### src/core/sfcfe_consts.svh
// constants of the serial flash command front end: opcodes, status layout,
// reset values, identifier bytes and timing figures
// assumes a 125 MHz mclk; the includer supplies the time base
// Overview of operation
// arm opcode at byte boundary sets latch
// host arms latch before every write
// disarm opcode at byte boundary clears latch
// latch cleared at reset and cycle end
// status read accepted even while busy
// status byte repeats until deselect
// busy bit follows any write cycle
// latch clear rejects all write instructions
// area bits written only by status write
// whole clear only with area bits zero
// status bits five and six read zero
// lock bit plus low pin blocks status write
// status write is opcode plus one byte
// status write keeps bits six five one zero
// status write runs timed busy cycle
// read takes opcode and three address bytes
// read address increments and wraps around
// read rejected during busy, deselect ends it
// fast read adds one dummy byte
// all bytes travel most significant first
// wake opcode returns part code repeatedly
// id read alternates maker and part code
// write instructions need byte aligned deselect
// array access ignored while cycle runs
// status layout busy latch area lock
`ifndef SFCFE_CONSTS_SVH
`define SFCFE_CONSTS_SVH

`define SFCFE_OP_ARM 8'h06
`define SFCFE_OP_DISARM 8'h04
`define SFCFE_OP_STAT_RD 8'h05
`define SFCFE_OP_STAT_WR 8'h01
`define SFCFE_OP_READ 8'h03
`define SFCFE_OP_FAST 8'h0b
`define SFCFE_OP_PAGE 8'h02
`define SFCFE_OP_SECTOR 8'hd8
`define SFCFE_OP_WHOLE 8'hc7
`define SFCFE_OP_WAKE_ID 8'hab
`define SFCFE_OP_MFG_ID 8'h90

// status bit positions
`define SFCFE_ST_BUSY 0
`define SFCFE_ST_WEL 1
`define SFCFE_ST_AREA_LO 2
`define SFCFE_ST_AREA_HI 3
`define SFCFE_ST_LOCK 7

// non-volatile bits come up clear, no storage model behind them
`define SFCFE_AREA_RESET 2'h0
`define SFCFE_LOCK_RESET 1'h0

// protected area starts for the two partial settings
`define SFCFE_AREA_HALF 24'h020000
`define SFCFE_AREA_QUART 24'h030000
`define SFCFE_ARRAY_TOP 24'h03ffff

// identifier bytes: values arbitrary
`define SFCFE_PART_CODE 8'h5a
`define SFCFE_MAKER_CODE 8'ha5
`define SFCFE_UNDERRUN 8'hff

// timing
`define SFCFE_CLK_NS 8
`define SFCFE_TW_NS 5000000

`endif

### src/core/sfcfe_pkg.sv
// types of the serial flash command front end
// assumes nothing beyond a SystemVerilog compiler
package sfcfe_pkg;

    // what the serial output is streaming, one-hot
    typedef enum logic [3:0] {
        OUT_NONE = 4'b0001,
        OUT_STATUS = 4'b0010,
        OUT_ID = 4'b0100,
        OUT_ARRAY = 4'b1000
    } sfcfe_out_e_t;

    // start pulses handed to the program and erase neighbours
    typedef struct packed {
        logic page;
        logic sector;
        logic whole;
        logic [23:0] addr;
    } sfcfe_launch_t;

    // fetch request towards the array
    typedef struct packed {
        logic valid;
        logic [23:0] addr;
    } sfcfe_fetch_t;

endpackage

### src/core/sfcfe_front_end.sv
// serial flash command front end: spi pin sampling, instruction decode,
// status register, timed status write and prefetching array reads
// assumes an array that answers a fetch in a few mclk cycles and sclk at
// least eight times slower than mclk
`timescale 1ns/1ns
`include "sfcfe_consts.svh"

// small first-word-fall-through buffer between array and serial shifter
module sfcfe_fifo
    import sfcfe_pkg::*;
#(
    parameter int WIDTH = 8,
    parameter int DEPTH = 8
) (
    // clock and reset
    input wire logic clk,
    input wire logic rstN,
    input wire logic flush,
    // fill side
    input wire logic inValid,
    output logic inReady,
    input wire logic [WIDTH-1:0] inData,
    // drain side
    output logic outValid,
    input wire logic outReady,
    output logic [WIDTH-1:0] outData
);
    localparam int PW = $clog2(DEPTH);

    initial begin
        if (DEPTH < 2 || (1 << PW) != DEPTH || WIDTH < 1) begin
            $error("depth must be a power of two of at least two");
        end
    end

    typedef struct packed {
        logic [DEPTH-1:0][WIDTH-1:0] mem;
        logic [PW-1:0] wp;
        logic [PW-1:0] rp;
        logic [PW:0] cnt;
    } sfcfe_fifo_state_t;

    sfcfe_fifo_state_t s_r, s_nxt;
    logic push, pop;

    assign inReady = (s_r.cnt != (PW+1)'(DEPTH));
    assign outValid = (s_r.cnt != '0);
    assign outData = s_r.mem[s_r.rp];
    assign push = inValid & inReady;
    assign pop = outValid & outReady;

    // pointer and count update, flush drops everything held
    always_comb begin
        s_nxt = s_r;
        if (push) begin
            s_nxt.mem[s_r.wp] = inData;
            s_nxt.wp = s_r.wp + 1'b1;
        end
        if (pop) begin
            s_nxt.rp = s_r.rp + 1'b1;
        end
        s_nxt.cnt = s_r.cnt + (PW+1)'(push) - (PW+1)'(pop);
        if (flush) begin
            s_nxt.wp = '0;
            s_nxt.rp = '0;
            s_nxt.cnt = '0;
        end
    end

    always_ff @(posedge clk) begin
        if (!rstN) begin
            s_r <= '0;
        end else begin
            s_r <= s_nxt;
        end
    end
endmodule

module sfcfe_front_end
    import sfcfe_pkg::*;
#(
    parameter int TW_NS = `SFCFE_TW_NS,
    parameter int FIFO_DEPTH = 8
) (
    // clock and reset
    input wire logic mclk,
    input wire logic rst_n,
    // spi pins, asynchronous to mclk
    input wire logic chipSelN,
    input wire logic sclk,
    input wire logic serialIn,
    input wire logic writeProtectN,
    output logic serialOut_r,
    output logic serialOutEn_r,
    // array fetch path, on mclk
    output sfcfe_fetch_t fetch_r,
    input wire logic arrDataValid,
    input wire logic [7:0] arrData,
    // program and erase neighbours
    input wire logic arrayBusy,
    input wire logic arrayOpDone,
    output sfcfe_launch_t launch_r,
    // status byte as seen by the host
    output logic [7:0] statusByte_r
);
    // status write cycle in mclk cycles, rounded up
    localparam int TW_CYC = (TW_NS + `SFCFE_CLK_NS - 1) / `SFCFE_CLK_NS;

    initial begin
        if (TW_CYC < 1 || FIFO_DEPTH < 2) begin
            $error("status write time or buffer depth out of range");
        end
    end

    typedef struct packed {
        logic [2:0] csS;        // chip select synchroniser plus history
        logic [2:0] sclkS;      // serial clock synchroniser plus history
        logic [1:0] sdiS;       // serial data synchroniser
        logic [1:0] wpS;        // write protect synchroniser
        logic [7:0] rx;         // incoming byte, msb first
        logic [2:0] bitCnt;     // bits of the current byte
        logic [2:0] byteCnt;    // whole bytes seen, saturating
        logic [7:0] opcode;
        logic [23:0] addr;
        logic [7:0] wrData;     // data byte of a status write
        sfcfe_out_e_t outSrc;
        logic [7:0] tx;
        logic [2:0] txBits;     // bits still to send of tx
        logic idAlt;            // next id byte is the maker code
        logic lock;
        logic [1:0] area;
        logic write_enable_latch;
        logic wsrBusy;
        logic [31:0] wsrCnt;
        logic [23:0] fetchAddr;
        logic fetchPending;
        logic sdo;
        logic sdoEn;
        sfcfe_fetch_t fetch;
        sfcfe_launch_t launch;
        logic [7:0] status;
    } sfcfe_state_t;

    sfcfe_state_t s_r, s_nxt;

    logic fifoInReady, fifoOutValid, fifoPop, fifoPush, deselEdge;
    logic [7:0] fifoData;

    // true when the address falls in the area guarded by the area bits
    function automatic logic isGuarded(input logic [1:0] ar, input logic [23:0] a);
        logic g;
        g = 1'b0;
        unique case (ar)
            2'b11: g = 1'b1;
            2'b10: g = (a >= `SFCFE_AREA_HALF);
            2'b01: g = (a >= `SFCFE_AREA_QUART);
            default: g = 1'b0;
        endcase
        return g;
    endfunction

    // read data waits here so the shifter never stalls on array latency
    sfcfe_fifo #(
        .WIDTH(8),
        .DEPTH(FIFO_DEPTH)
    ) u_fifo (
        .clk(mclk),
        .rstN(rst_n),
        .flush(deselEdge),
        .inValid(fifoPush),
        .inReady(fifoInReady),
        .inData(arrData),
        .outValid(fifoOutValid),
        .outReady(fifoPop),
        .outData(fifoData)
    );

    // whole front end: sampling, decode, status and serial output
    always_comb begin
        logic sel, rise, fall, busy, byteDone, hwLock, aligned;
        logic [7:0] rxN, ld;
        logic [2:0] bitN;
        s_nxt = s_r;
        fifoPop = 1'b0;
        ld = 8'h00;
        // data and write protect are read at the second flop; chip select and sclk also at the third
        s_nxt.csS = {s_r.csS[1:0], chipSelN};
        s_nxt.sclkS = {s_r.sclkS[1:0], sclk};
        s_nxt.sdiS = {s_r.sdiS[0], serialIn};
        s_nxt.wpS = {s_r.wpS[0], writeProtectN};
        sel = !s_r.csS[1];
        deselEdge = s_r.csS[1] & !s_r.csS[2];
        rise = sel & s_r.sclkS[1] & !s_r.sclkS[2];
        fall = sel & !s_r.sclkS[1] & s_r.sclkS[2];
        busy = s_r.wsrBusy | arrayBusy;
        hwLock = s_r.lock & !s_r.wpS[1];
        aligned = (s_r.bitCnt == 3'h0);
        rxN = {s_r.rx[6:0], s_r.sdiS[1]};
        bitN = s_r.bitCnt + 3'h1;
        byteDone = rise & (bitN == 3'h0);
        fifoPush = arrDataValid & s_r.fetchPending & (s_r.outSrc == OUT_ARRAY);
        s_nxt.launch.page = 1'b0;
        s_nxt.launch.sector = 1'b0;
        s_nxt.launch.whole = 1'b0;
        s_nxt.fetch.valid = 1'b0;

        // input shifting on sampled rising sclk
        if (rise) begin
            s_nxt.rx = rxN;
            s_nxt.bitCnt = bitN;
        end
        if (byteDone) begin
            if (s_r.byteCnt != 3'h7) begin
                s_nxt.byteCnt = s_r.byteCnt + 3'h1;
            end
            unique case (s_r.byteCnt)
                3'h0: begin
                    s_nxt.opcode = rxN;
                    if (rxN == `SFCFE_OP_STAT_RD) begin
                        s_nxt.outSrc = OUT_STATUS;
                    end
                end
                3'h1, 3'h2, 3'h3: begin
                    if (s_r.byteCnt == 3'h1) begin
                        s_nxt.wrData = rxN;
                    end
                    s_nxt.addr = {s_r.addr[15:0], rxN};
                    if (s_r.byteCnt == 3'h3) begin
                        if (s_r.opcode == `SFCFE_OP_READ && !busy) begin
                            s_nxt.outSrc = OUT_ARRAY;
                            s_nxt.fetchAddr = {s_r.addr[15:0], rxN};
                        end
                        if (s_r.opcode == `SFCFE_OP_WAKE_ID) begin
                            s_nxt.outSrc = OUT_ID;
                            s_nxt.idAlt = 1'b0;
                        end
                        if (s_r.opcode == `SFCFE_OP_MFG_ID) begin
                            s_nxt.outSrc = OUT_ID;
                            s_nxt.idAlt = (rxN == 8'h00);
                        end
                    end
                end
                3'h4: begin
                    if (s_r.opcode == `SFCFE_OP_FAST && !busy) begin
                        s_nxt.outSrc = OUT_ARRAY;
                        s_nxt.fetchAddr = s_r.addr;
                    end
                end
                default: begin
                    // data bytes of long instructions are not decoded here
                end
            endcase
        end

        // serial output, one bit per sampled falling sclk
        if (fall && s_r.outSrc != OUT_NONE) begin
            if (s_r.txBits == 3'h0) begin
                unique case (s_r.outSrc)
                    OUT_STATUS: ld = s_r.status;
                    OUT_ID: begin
                        ld = s_r.idAlt ? `SFCFE_MAKER_CODE : `SFCFE_PART_CODE;
                        if (s_r.opcode == `SFCFE_OP_MFG_ID) begin
                            s_nxt.idAlt = !s_r.idAlt;
                        end
                    end
                    OUT_ARRAY: begin
                        ld = fifoOutValid ? fifoData : `SFCFE_UNDERRUN;
                        fifoPop = fifoOutValid;
                    end
                    default: ld = 8'h00;
                endcase
                s_nxt.sdo = ld[7];
                s_nxt.tx = {ld[6:0], 1'b0};
                s_nxt.txBits = 3'h7;
            end else begin
                s_nxt.sdo = s_r.tx[7];
                s_nxt.tx = {s_r.tx[6:0], 1'b0};
                s_nxt.txBits = s_r.txBits - 3'h1;
            end
        end
        s_nxt.sdoEn = sel & (s_nxt.outSrc != OUT_NONE);

        // prefetch: one fetch in flight, only while the buffer has room
        if (arrDataValid) begin
            s_nxt.fetchPending = 1'b0;
        end
        if (s_r.outSrc == OUT_ARRAY && !s_r.fetchPending && fifoInReady && sel) begin
            s_nxt.fetch.valid = 1'b1;
            s_nxt.fetch.addr = s_r.fetchAddr;
            s_nxt.fetchPending = 1'b1;
            // step and wrap to zero past the top  see
            s_nxt.fetchAddr = (s_r.fetchAddr == `SFCFE_ARRAY_TOP) ? 24'h000000
                : s_r.fetchAddr + 24'h000001;
        end

        // timed status write cycle
        if (s_r.wsrBusy) begin
            if (s_r.wsrCnt == 32'h00000001) begin
                s_nxt.wsrBusy = 1'b0;
                s_nxt.write_enable_latch = 1'b0;
            end
            s_nxt.wsrCnt = s_r.wsrCnt - 32'h00000001;
        end
        if (arrayOpDone) begin
            s_nxt.write_enable_latch = 1'b0;
        end

        // deselect: execute write class instructions, end any read
        if (deselEdge) begin
            if (aligned) begin
                if (s_r.opcode == `SFCFE_OP_ARM && s_r.byteCnt == 3'h1) begin
                    s_nxt.write_enable_latch = 1'b1;
                end
                if (s_r.opcode == `SFCFE_OP_DISARM && s_r.byteCnt == 3'h1) begin
                    s_nxt.write_enable_latch = 1'b0;
                end
                // status write: exact length, armed, idle and not locked
                if (s_r.opcode == `SFCFE_OP_STAT_WR && s_r.byteCnt == 3'h2
                    && s_r.write_enable_latch && !busy && !hwLock) begin
                    s_nxt.lock = s_r.wrData[`SFCFE_ST_LOCK];
                    s_nxt.area = s_r.wrData[`SFCFE_ST_AREA_HI:`SFCFE_ST_AREA_LO];
                    s_nxt.wsrBusy = 1'b1;
                    s_nxt.wsrCnt = 32'(TW_CYC);
                end
                if (s_r.opcode == `SFCFE_OP_WHOLE && s_r.byteCnt == 3'h1
                    && s_r.write_enable_latch && !busy && s_r.area == 2'b00) begin
                    s_nxt.launch.whole = 1'b1;
                end
                if (s_r.opcode == `SFCFE_OP_SECTOR && s_r.byteCnt == 3'h4
                    && s_r.write_enable_latch && !busy && !isGuarded(s_r.area, s_r.addr)) begin
                    s_nxt.launch.sector = 1'b1;
                end
                if (s_r.opcode == `SFCFE_OP_PAGE && s_r.byteCnt >= 3'h5
                    && s_r.write_enable_latch && !busy && !isGuarded(s_r.area, s_r.addr)) begin
                    s_nxt.launch.page = 1'b1;
                end
                s_nxt.launch.addr = s_r.addr;
            end
            // deselect always ends parsing and output  see
            s_nxt.bitCnt = 3'h0;
            s_nxt.byteCnt = 3'h0;
            s_nxt.opcode = 8'h00;
            s_nxt.outSrc = OUT_NONE;
            s_nxt.txBits = 3'h0;
            s_nxt.sdoEn = 1'b0;
        end

        // reserved bits five, six and four read zero  see
        s_nxt.status = {s_nxt.lock, 3'b000, s_nxt.area, s_nxt.write_enable_latch,
            s_nxt.wsrBusy | arrayBusy};
    end

    // single state register, synchronous reset
    always_ff @(posedge mclk) begin
        if (!rst_n) begin
            s_r <= '0;
            s_r.csS <= 3'b111;
            s_r.sclkS <= 3'b000;
            s_r.wpS <= 2'b11;
            s_r.outSrc <= OUT_NONE;
            s_r.area <= `SFCFE_AREA_RESET;
            s_r.lock <= `SFCFE_LOCK_RESET;
            s_r.write_enable_latch <= 1'b0;
        end else begin
            s_r <= s_nxt;
        end
    end

    assign serialOut_r = s_r.sdo;
    assign serialOutEn_r = s_r.sdoEn;
    assign fetch_r = s_r.fetch;
    assign launch_r = s_r.launch;
    assign statusByte_r = s_r.status;
endmodule

### config.mk
export PLATFORM = sky130hd
export DESIGN_NAME = sfcfe_front_end
export DESIGN_NICKNAME = d
export VERILOG_FILES = /design/src/core/sfcfe_pkg.sv /design/src/core/sfcfe_front_end.sv
export VERILOG_INCLUDE_DIRS = /design/src /design/src/core
export SDC_FILE = /design/constraint.sdc
export NUM_CORES = 1
export LEC_CHECK = 0
export BUFFER_PORTS_ARGS = -buffer_cell sky130_fd_sc_hd__buf_2
export CORE_MARGIN = 4
export CORE_UTILIZATION = 35
export DETAILED_ROUTE_END_ITERATION = 10
export PLACE_DENSITY = 0.59
export SETUP_SLACK_MARGIN = 0.02
export SLEW_MARGIN = 20
export SYNTH_ARGS = -nofsm -noshare
export SYNTH_HDL_FRONTEND = slang
export SYNTH_HIERARCHICAL = 1
export SYNTH_SLANG_ARGS = --single-unit
### constraint.sdc
create_clock -name mclk -period 3.5 [get_ports mclk]
set_input_delay 0.525 -clock mclk [delete_from_list [all_inputs] [get_ports mclk]]
set_output_delay 0.525 -clock mclk [all_outputs]
set_load 0.02 [all_outputs]
==> impl_metrics.ini, run 1 <==
[global_routing]
number_of_antenna_violations_at_the_first_check_in_global_routing = 0
gr-total-overflow = 0
grt_use_total_pct = 14.81
grt_pass1_vias = 9096
grt_max_degree = 102
grt_pass1_wl_um = 49130

[clocking]
clock_latency_late_sink_ns = 0.55
htree_levels = 1
cts.reportedPaths.clkPinSlew_ns = 0.06
cts-hold-fix-buffers = 0
cts_bufs_inserted = 29
ctsResizeCount = 0
cts_tree = built
root_buffer = clkbuf_16
clock_sinks = 264
ctsLongestPathBuffers = 3
postCtsSetupBuffers = 0

[placed_design]
placed_area_um2 = 13130
gp_congestion = 0.8321
place.detailed.hpwl_um = 20600
dpl_worst_slack_ns = 0.6969
portBuffers = 75

[logic_synthesis]
synthesis.instances = 1424
yosys.cell_types.count = 80
post_synth_instance_area_um2 = 12860
synth-seq-cells = 264
synth-warning-count = 6
syn_area_per_cell_um2 = 9.033
number_of_enable_flip_flop_cells_after_synthesis = 0
postSynth.asyncResetShare_pct = 0
synth_flop_cell = dfxtp_1
synth_sequential_area_ratio_pct = 41.09

[min_path]
hold-path-endpoint = s_nxt[202]$_SDFF_PN1_
hold_path_startpoint = chipSelN
whs_path_depth = 2
holdCritPathClass = in -> reg

[final_layout]
design.final.nets = 1448
post-route-util_pct = 39.15
drive_above_1_share_pct = 13.03
layout-area-overhead-vs-synth_pct = 9.319
antenna-diode-count = 0
finish.instance_area_um2 = 14060

[route]
drt-total-wl_um = 30110
dr_iter_0_viols = 615
route.antenna.remaining_nets = 0
dr_wl_cell_um = 15.95
vias_per_cell = 5.045
remaining_drc_errors = 0
detail_route.first_pass.iterations = 6
dr_total_vias = 9525

[floorplan]
die_h_um = 199.7
io_pins = 79
floorplan.rows = 69
core-area_um2 = 35910
design.die.area_um2 = 39880
initial_utilization_pct = 35.81
die-width_um = 199.7

[critical_path]
crit_path_end_kind = flop
critical_path_data_arrival_time_ns = 3.26
critical_path_peak_fanout = 14
regToRegSetupSlack_ns = 0.68
critPathLaunchType = flop
slowest_delay_ns = 0.75
worstReg2RegEnd = u_fifo/s_r[2]$_SDFF_PP0_
worst-endpoint-required_ns = 3.94
worst_path_most_repeated_cell = inv_1
reg2reg_from = u_fifo/s_r[2]$_SDFF_PP0_
cp_cell_instances = inv_1 -> ha_1 -> nor3b_2 -> inv_1 -> nand2_1 -> ha_1 -> inv_1 -> ha_1 -> inv_1 -> fa_1 -> xor2_1 -> nor2_1
timing.critical_path.slowest_stage_cell = nor3b_2
path_class = reg -> reg
r2r.worst_path.cells = 12

[timing]
setup_viol = 0
grt_setup_unrepaired = false
worst-slew-pin-transition_ns = 0.9267
slew-limit-headroom_pct = 37.95
final_hold_viol_count = 0
final.setup_skew_ns = 0.009074
max_freq_ghz = 0.3546
timing.final.crit_period_ns = 2.820
period_share_pct = 80.56
tns_ns = 0
slew_viol_final = 0
worst_slack_ns = 0.6802

[power]
worst_ir_drop_vdd_mv = 0.4309
p_leak_nw = 5.530
power.density_cell_area_nw_per_um2 = 433.5

[flow_run]
max-cap-violations = 0

[status]
result_of_the_run = complete, no violations
-- synth_stat cells (4+ instances only) --
cell | instances | area [um^2]
o21a_1 | 5 | 37.54
a41oi_1 | 4 | 35.03
nor3b_1 | 8 | 60.06
nor2b_1 | 45 | 281.5
nand4_1 | 12 | 75.07
o22ai_1 | 4 | 25.02
or2_2 | 7 | 43.79
and2_1 | 11 | 68.82
nor3_1 | 25 | 125.1
xor2_1 | 15 | 131.4
mux4_1 | 12 | 315.3
xnor2_1 | 22 | 192.7
nand3_1 | 21 | 105.1
o211a_1 | 5 | 50.05
nor2_1 | 87 | 326.6
inv_1 | 25 | 93.84
buf_4 | 65 | 488.0
dlygate4sd1_1 | 4 | 35.03
mux2_2 | 8 | 90.09
nand2_1 | 257 | 964.7
dfxtp_1 | 264 | 5285
a21boi_0 | 60 | 450.4
a211oi_1 | 8 | 60.06
a31oi_1 | 17 | 106.4
clkbuf_1 | 48 | 180.2
nor4_1 | 11 | 68.82
o21ai_0 | 40 | 200.2
nor4b_1 | 7 | 61.31
mux4_2 | 4 | 90.09
mux2i_1 | 122 | 1221
a311oi_1 | 4 | 35.03
and3_1 | 6 | 37.54
nand2b_1 | 17 | 106.4
or3_1 | 10 | 62.56
buf_2 | 18 | 90.09
nand3b_1 | 5 | 37.54
a21oi_1 | 53 | 265.3
or4_1 | 5 | 37.54
ha_1 | 22 | 275.3
buf_6 | 6 | 67.56
-- cell families (layout without fill, tap and decap cells) --
group,after synthesis,count (layout),synth area share (%)
AOI/OAI and AO/OA,221,221,11.38
xor gates and xnor gates,37,37,2.519
adders and majority gates,23,23,2.296
and+or+nand+nor,562,562,21.63
DFF,264,264,41.09
buffers and inverters,170,171,7.704
muxes,146,146,13.35
other,1,3,0.02915
-- per-stage QoR --
| stage | hold WS, ns | power (mW) | instances |
|---|---|---|---|
| floorplan | 0.3863 | 3.164 | 1426 |
| global placement | 0.3968 | 3.195 | 1838 |
| detailed placement | 0.3944 | 3.196 | 1838 |
| CTS | 0.1258 | 6.184 | 1888 |
| global route | 0.1500 | 6.314 | 1888 |
| finish | 0.1526 | 6.096 | 1888 |
-- placed cells by master, fill, tap and decap left out, types with 10 or more instances in the layout --
cell type and n:
dfxtp_1 264, nand2_1 257, mux2i_1 122, nor2_1 87
buf_2 74, a21boi_0 60, a21oi_1 53, nor2b_1 45
o21ai_0 40, clkbuf_16 29, inv_1 25, nor3_1 25
xnor2_1 22, ha_1 22, nand3_1 21, buf_4 20
nand2b_1 17, a31oi_1 17, xor2_1 15, nand4_1 12
mux4_1 12, nor4_1 11, and2_1 11, or3_1 10
-- cell type report --
class | count | area (um^2)
Clock inverter | 9 | 77.57
Fill cell | 3598 | 21850
Multi-Input combinational cell | 992 | 6625
Tap cell | 461 | 576.8
Clock buffer | 41 | 850.8
Timing Repair Buffer | 96 | 551.8
Sequential cell | 264 | 5285
Inverter | 25 | 93.84
-- worst max-delay path: cells and delay by family, from the launching register on --
kind / cells / cell delay (ns)
flops: 1 / 0.30
xor+xnor: 1 / 0.15
simple gates: 3 / 0.93
buf+inv: 4 / 0.42
fa+ha+maj: 4 / 0.89
-- sequential cells by signal, summed over array words and instances (netlist names) --
signal and cells:
serialOut_r 1, statusByte_r 3, launch_r 27, s_r 127, s_nxt 6, u_fifo/s_r 74, serialOutEn_r 1, fetch_r 25
-- worst max path at each step --
stage                              from                  endpoint  slack (ns)  cells after the start
6_report       u_fifo/s_r[2]$_SDFF_PP0_  u_fifo/s_r[2]$_SDFF_PP0_        0.68                     12
5_1_grt        u_fifo/s_r[2]$_SDFF_PP0_  u_fifo/s_r[2]$_SDFF_PP0_        0.36                     14
4_1_cts        u_fifo/s_r[2]$_SDFF_PP0_  u_fifo/s_r[2]$_SDFF_PP0_        0.68                     12
3_5_place_dp   u_fifo/s_r[2]$_SDFF_PP0_  u_fifo/s_r[2]$_SDFF_PP0_        0.70                     12
3_3_place_gp   u_fifo/s_r[2]$_SDFF_PP0_  u_fifo/s_r[2]$_SDFF_PP0_        0.76                     12
2_1_floorplan       s_r[136]$_SDFF_PP1_  u_fifo/s_r[2]$_SDFF_PP0_        0.64                     13
-- power by group --
group | leakage (nW) | total [mW] | internal, mW | switching, mW
Clock | 0.466 | 2.97 | 1.75 | 1.22
Sequential | 2.13 | 3.02 | 3.01 | 0.00459
Combinational | 2.94 | 0.113 | 0.0372 | 0.0756
Total | 5.53 | 6.10 | 4.80 | 1.30
-- layer usage --
| metal | GRT usage, % | wire, um |
|---|---|---|
| met1 | 22.35 | 15220 |
| met4 | 3.245 | 558 |
| met2 | 22.28 | 12810 |
| met5 | 0 | 0 |
| met3 | 2.445 | 1519 |
Power figures use the tool's default switching activity.
==> inputs of run 2 (changes only) <==
- PLACE_DENSITY: 0.59 -> 0.61
- clock period: 3.5 -> 2.3 ns (I/O delays scaled with it)
==> run 2 against run 1 <==
  * Clock-buffer cell count is 1 higher
  * Non-clock buffer count is 88 higher
  * Clock power is 66% higher
  * Critical path depth is 1 lower
  * Clock skew is 0.0014 ns higher
  * Critical endpoint is now u_fifo/s_r[1]$_SDFF_PP0_
  * Global-route usage is 0.66 points higher
  * Largest power group is now the clock network
  * Power is 59% higher
  * Design area is 8.0% higher
  * Combinational power is 72% higher
  * Routed wire length is 7.4% higher
  * Critical path type unchanged
==> impl_metrics.ini, run 2 (synthesis gave the netlist of run 1 again) <==
[status]
result_of_the_run = complete, no violations

[flow_run]
max-cap-violations = 0

[critical_path]
critical_path_data_arrival_time_ns = 2.70
timing.critical_path.slowest_stage_cell = fa_2
crit_start = s_r[136]$_SDFF_PP1_
worst-endpoint-required_ns = 2.73
cp_cell_instances = nor4b_4 -> nor4b_4 -> and4_4 -> inv_2 -> nor2_4 -> ha_4 -> inv_2 -> ha_4 -> inv_2 -> fa_2 -> nor2_1
reg2reg_from = s_r[136]$_SDFF_PP1_
crit_path_end_kind = flop
slowest_delay_ns = 0.50
timing.critical_path.buf_inv = 3
critPathLaunchType = flop
critical_path_peak_fanout = 3
worst_path_most_repeated_cell = inv_2
path_class = reg -> reg
path_delay_family = simple AND/OR/NAND/NOR gates

[clocking]
cts_tree = built
cts_bufs_inserted = 29
root_buffer = clkbuf_16
cts.reportedPaths.clkPinSlew_ns = 0.06
htree_levels = 1
ctsLongestPathBuffers = 3
clock_sinks = 264
clock_latency_late_sink_ns = 0.55

[timing]
slew-limit-headroom_pct = 39.95
period_share_pct = 98.84
worst-slew-pin-transition_ns = 0.8931
tns_ns = 0
setup_viol = 0
final_hold_viol_count = 0
grt_setup_unrepaired = true
worst_hold_slack_ns = 0.04065
slew_viol_final = 0
timing.final.crit_period_ns = 2.273
final.setup_skew_ns = 0.01048
max_freq_ghz = 0.4399

[floorplan]
io_pins = 79
die-width_um = 199.7
floorplan.rows = 69
initial_utilization_pct = 35.81
core-area_um2 = 35910
design.die.area_um2 = 39880
die_h_um = 199.7

[final_layout]
mostFrequentLayoutCells = dfxtp_1, nand2_1, mux2i_1
largest-register = s_r
antenna-diode-count = 0
number_of_flip_flops_in_the_largest_register = 127
post-route-util_pct = 42.27
finish.instance_area_um2 = 15180
design.final.nets = 1536
layout-area-overhead-vs-synth_pct = 18.03
layout_commonest_cell = dfxtp_1
drive_above_1_share_pct = 20.54

[route]
detail_route.first_pass.iterations = 5
dr_iter_0_viols = 644
dr_total_vias = 10080
remaining_drc_errors = 0
dr_wl_cell_um = 16.34
drt-total-wl_um = 32350
vias_per_cell = 5.089
route.antenna.remaining_nets = 0

[global_routing]
grt_max_degree = 111
grt_pass1_wl_um = 51340
number_of_antenna_violations_at_the_first_check_in_global_routing = 0
gr-total-overflow = 0
grt_pass1_vias = 9559
grt_use_total_pct = 15.47

[placed_design]
gp_congestion = 0.8559
portBuffers = 75
placed_area_um2 = 13850
place.detailed.hpwl_um = 22170

[power]
worst_ir_drop_vdd_mv = 0.7162
power.density_cell_area_nw_per_um2 = 639.5
power_after_layout_mw = 9.708
p_leak_nw = 6.090

[min_path]
holdCritPathClass = in -> reg
hold_path_startpoint = arrayBusy
[run 2: changes by cell type in the layout (fill, tap and decap cells not counted), moves of 4 or more]
cell,previous run,this run
dfxtp_2,0,5
nor4b_4,0,4
dfxtp_1,264,258
inv_2,0,4
buf_4,20,90
buf_12,1,9
dlygate4sd3_1,0,4
buf_6,1,6
inv_1,25,21
[run 2: area by class of cell]
| cell class | count | area (um^2) |
|---|---|---|
| fillers | 3518 | 20730 |
| multi-input cells | 992 | 6833 |
| flip-flops and latches | 264 | 5295 |
| repair buffers | 184 | 1359 |
| clock buffers | 42 | 854.6 |
| well taps | 461 | 576.8 |
| clock inverters | 12 | 168.9 |
| inverters | 25 | 93.84 |
[run 2: power by group]
part | switching, mW | total, mW | internal (mW) | leakage, nW
combinational | 0.124 | 0.194 | 0.0698 | 3.46
clock | 1.91 | 4.93 | 3.02 | 0.502
sequential | 0.00506 | 4.58 | 4.58 | 2.13
[run 2: worst paths after layout]
check | cells after the start | endpoint | slack (ns)
worst min-delay path | 2 | statusByte_r[0]$_SDFF_PN0_ | 0.04
worst min register to register | 1 | s_r[195]$_SDFF_PN1_ | 0.42
worst max-delay path | 11 | u_fifo/s_r[1]$_SDFF_PP0_ | 0.03
worst max register to register | 11 | u_fifo/s_r[1]$_SDFF_PP0_ | 0.03
[run 2: routing by layer]
layer | GRT usage (%) | wire length [um]
met5 | 0 | 0
met1 | 23.11 | 16000
met2 | 23.81 | 14250
met4 | 3.472 | 674
met3 | 2.192 | 1419
[run 2: worst reg2reg max path: cells and delay by family, from the launching register on]
kind,cells,cell delay (ns)
simple gates,5,0.85
fa+ha+maj,3,0.83
buf+inv,3,0.14
flops,1,0.34
[run 2: metrics by stage]
stage	instances	setup slack (ns)
global route	1980	-0.06732
global placement	1917	-0.02759
finish	1980	0.02677
detailed placement	1917	-0.06524
CTS	1976	-0.01309
floorplan	1426	-0.2158
[run 2: timing repair]
| item | CTS | global route |
|---|---|---|
| hold endpoints to repair | 4 | 0 |
| gates cloned | 0 | 1 |
| resized for setup | 3 | 44 |
| setup endpoints to repair | 14 | 65 |
| hold buffers | 4 | 0 |
| pin swaps | 5 | 8 |
| buffers inserted | 1 | 3 |
==> inputs of run 3 (changes only) <==
--- a/config.mk
+++ b/config.mk
@@ -10,5 +10,7 @@
 export CORE_MARGIN = 4
 export CORE_UTILIZATION = 35
+export CTS_CLUSTER_SIZE = 24
 export DETAILED_ROUTE_END_ITERATION = 10
+export GPL_TIMING_DRIVEN = 0
 export PLACE_DENSITY = 0.61
 export SETUP_SLACK_MARGIN = 0.02
==> constraint.sdc (replaced) <==
create_clock -name mclk -period 2.3 [get_ports mclk]
set_input_delay 0.345 -clock mclk [delete_from_list [all_inputs] [get_ports mclk]]
set_output_delay 0.345 -clock mclk [all_outputs]
set_load 0.005 [all_outputs]
==> run 3 against run 2 <==
  * The flow now finishes with violations (setup timing)
  * Hold slack got worse by 0.0064 ns
  * Register-to-register slack got worse by 0.14 ns
  * Die area unchanged
  * Clock-buffer cell count decreased by 4
  * Sequential cell count unchanged
  * Combinational power increased by 12%
  * Critical endpoint unchanged
==> impl_metrics.ini, run 3 (synthesis gave the netlist of run 1 again) <==
[status]
result_of_the_run = complete, but fails checks
violated_checks = setup timing

[timing]
final_hold_viol_count = 0
worst_slack_ns = -0.1096
timing.final.crit_period_ns = 2.410
slew_viol_final = 0
final.setup_skew_ns = 0.01260
worst-slew-pin-transition_ns = 0.9113
grt_setup_unrepaired = true
slew-limit-headroom_pct = 38.39
max_freq_ghz = 0.4150
tns_ns = -0.2289
period_share_pct = 104.8
setup_viol = 3

[clocking]
ctsLongestPathBuffers = 3
root_buffer = clkbuf_16
cts.reportedPaths.clkPinSlew_ns = 0.06
htree_levels = 1
cts_bufs_inserted = 29
clock_latency_late_sink_ns = 0.55
clock_sinks = 264
cts_tree = built

[route]
route.antenna.remaining_nets = 0
dr_iter_0_viols = 652
dr_total_vias = 10460
drt-total-wl_um = 34860
dr_wl_cell_um = 17.09
remaining_drc_errors = 0
vias_per_cell = 5.129
detail_route.first_pass.iterations = 5

[critical_path]
timing.critical_path.slowest_stage_cell = fa_2
reg2reg_from = s_r[136]$_SDFF_PP1_
crit_path_end_kind = flop
cp_cell_instances = nor4b_4 -> nor4b_4 -> clkbuf_8 -> and4_4 -> inv_4 -> nor2_4 -> ha_4 -> inv_4 -> ha_4 -> inv_2 -> fa_2 -> nor2_1
r2r.worst_path.cells = 12
critical_path_peak_fanout = 4
worstReg2RegEnd = u_fifo/s_r[1]$_SDFF_PP0_
path_class = reg -> reg
critical_path_data_arrival_time_ns = 2.83
slowest_delay_ns = 0.51
regToRegSetupSlack_ns = -0.11
critPathLaunchType = flop
worst-endpoint-required_ns = 2.72

[global_routing]
grt_pass1_wl_um = 54970
grt_max_degree = 14
gr-total-overflow = 0
grt_pass1_vias = 10120
number_of_antenna_violations_at_the_first_check_in_global_routing = 0
grt_use_total_pct = 17.03

[flow_run]
max-cap-violations = 0

[min_path]
hold-path-endpoint = s_nxt[199]$_SDFF_PN0_
holdCritPathClass = in -> reg
hold_path_startpoint = sclk
whs_path_depth = 2

[placed_design]
numPlacedInstances = 1962
gp_congestion = 0.9193
place.detailed.hpwl_um = 24470
portBuffers = 75

[floorplan]
die_h_um = 199.7
die-width_um = 199.7
core-area_um2 = 35910
floorplan.rows = 69
io_pins = 79
design.die.area_um2 = 39880
initial_utilization_pct = 35.81

[power]
power.density_cell_area_nw_per_um2 = 621.8
power.share.switching_pct = 20.72
worst_ir_drop_vdd_mv = 0.6617
p_leak_nw = 6.352
clock_share_of_power_pct = 51.0
netSwitchingPower_mw = 2.033
sequentialPowerShare_pct = 46.7
pwr-share-comb_pct = 2.2
cellInternalPower_mw = 7.775

[final_layout]
layout-area-overhead-vs-synth_pct = 22.63
layout_commonest_cell = nand2_1
final-instance-count-excl-fill = 2040
drive_above_1_share_pct = 24.00
largest-register = s_r
antenna-diode-count = 0
number_of_flip_flops_in_the_largest_register = 127
design.final.nets = 1599
mostFrequentLayoutCells = nand2_1, dfxtp_1, mux2i_1
-- run 3: cell count changes in the layout (fill, tap and decap cells not counted), moves of 8 or more --
cell / previous run / this run
buf_12: 9 / 1
buf_6: 6 / 14
a21oi_1: 52 / 44
clkbuf_1: 5 / 37
a31oi_1: 16 / 8
clkbuf_2: 0 / 9
-- run 3: worst max path at each step --
stage                                   from                        to  slack [ns]  cells past startpoint
floorplan                s_r[136]$_SDFF_PP1_  u_fifo/s_r[1]$_SDFF_PP0_       -0.22                     12
global placement    u_fifo/s_r[2]$_SDFF_PP0_      s_r[69]$_SDFFE_PN0P_       -0.53                     10
detailed placement  u_fifo/s_r[2]$_SDFF_PP0_      s_r[69]$_SDFFE_PN0P_       -0.60                     10
CTS                      s_r[136]$_SDFF_PP1_  u_fifo/s_r[1]$_SDFF_PP0_       -0.11                     12
global route             s_r[136]$_SDFF_PP1_  u_fifo/s_r[2]$_SDFF_PP0_       -0.18                     13
finish                   s_r[136]$_SDFF_PP1_  u_fifo/s_r[1]$_SDFF_PP0_       -0.11                     12
-- run 3: power by group through the flow --
| stage | Combinational [mW] | Clock [mW] | Sequential [mW] |
|---|---|---|---|
| global route | 0.237 | 5.31 | 4.58 |
| global placement | 0.210 | 0 | 4.69 |
| floorplan | 0.125 | 0 | 4.69 |
| detailed placement | 0.212 | 0 | 4.69 |
| CTS | 0.218 | 5.12 | 4.58 |
| finish | 0.218 | 5.01 | 4.58 |
-- run 3: critical path, delay by kind of cell (launching register included) --
kind                       cells  cell delay [ns]
buffers and inverters          4             0.33
DFF                            1             0.36
and+or+nand+nor                5             0.76
adders and majority gates      3             0.85
-- run 3: stage by stage --
stage | hold WS, ns | cell area (um^2) | util, % | power (mW) | worst slack (ns)
after floorplan | 0.3863 | 12930 | - | 4.811 | -0.2158
after global placement | 0.3928 | 13890 | 38.66 | 4.900 | -0.5253
after detailed placement | 0.3990 | 13890 | 38.66 | 4.902 | -0.5969
after CTS | 0.01231 | 15330 | 42.68 | 9.923 | -0.1139
after global routing | 0.03781 | 15770 | 43.92 | 10.13 | -0.1814
final | 0.03427 | 15770 | 43.92 | 9.807 | -0.1096
-- run 3: cell type report --
class | count | area (um^2)
Buffer | 140 | 987.2
Clock inverter | 13 | 217.7
Inverter | 25 | 102.6
Tap cell | 461 | 576.8
Multi-Input combinational cell | 992 | 7121
Timing Repair Buffer | 107 | 644.4
Clock buffer | 38 | 809.5
Fill cell | 3527 | 20140
Sequential cell | 264 | 5314
-- run 3: routing by layer --
layer | GRT usage (%) | up-vias | wire [um]
li1 | - | 5131 | -
met1 | 24.23 | 5006 | 16300
met2 | 27.09 | 273 | 15500
met3 | 2.748 | 54 | 2170
met4 | 4.377 | 0 | 893
met5 | 0 | - | 0
-- run 3: timing repair --
item,in CTS,in global routing
hold buffers,2,0
setup buffers,20,8
resized for setup,69,95
gates cloned,0,2
hold endpoints to repair,2,0
pin swaps,12,21
setup endpoints to repair,181,167
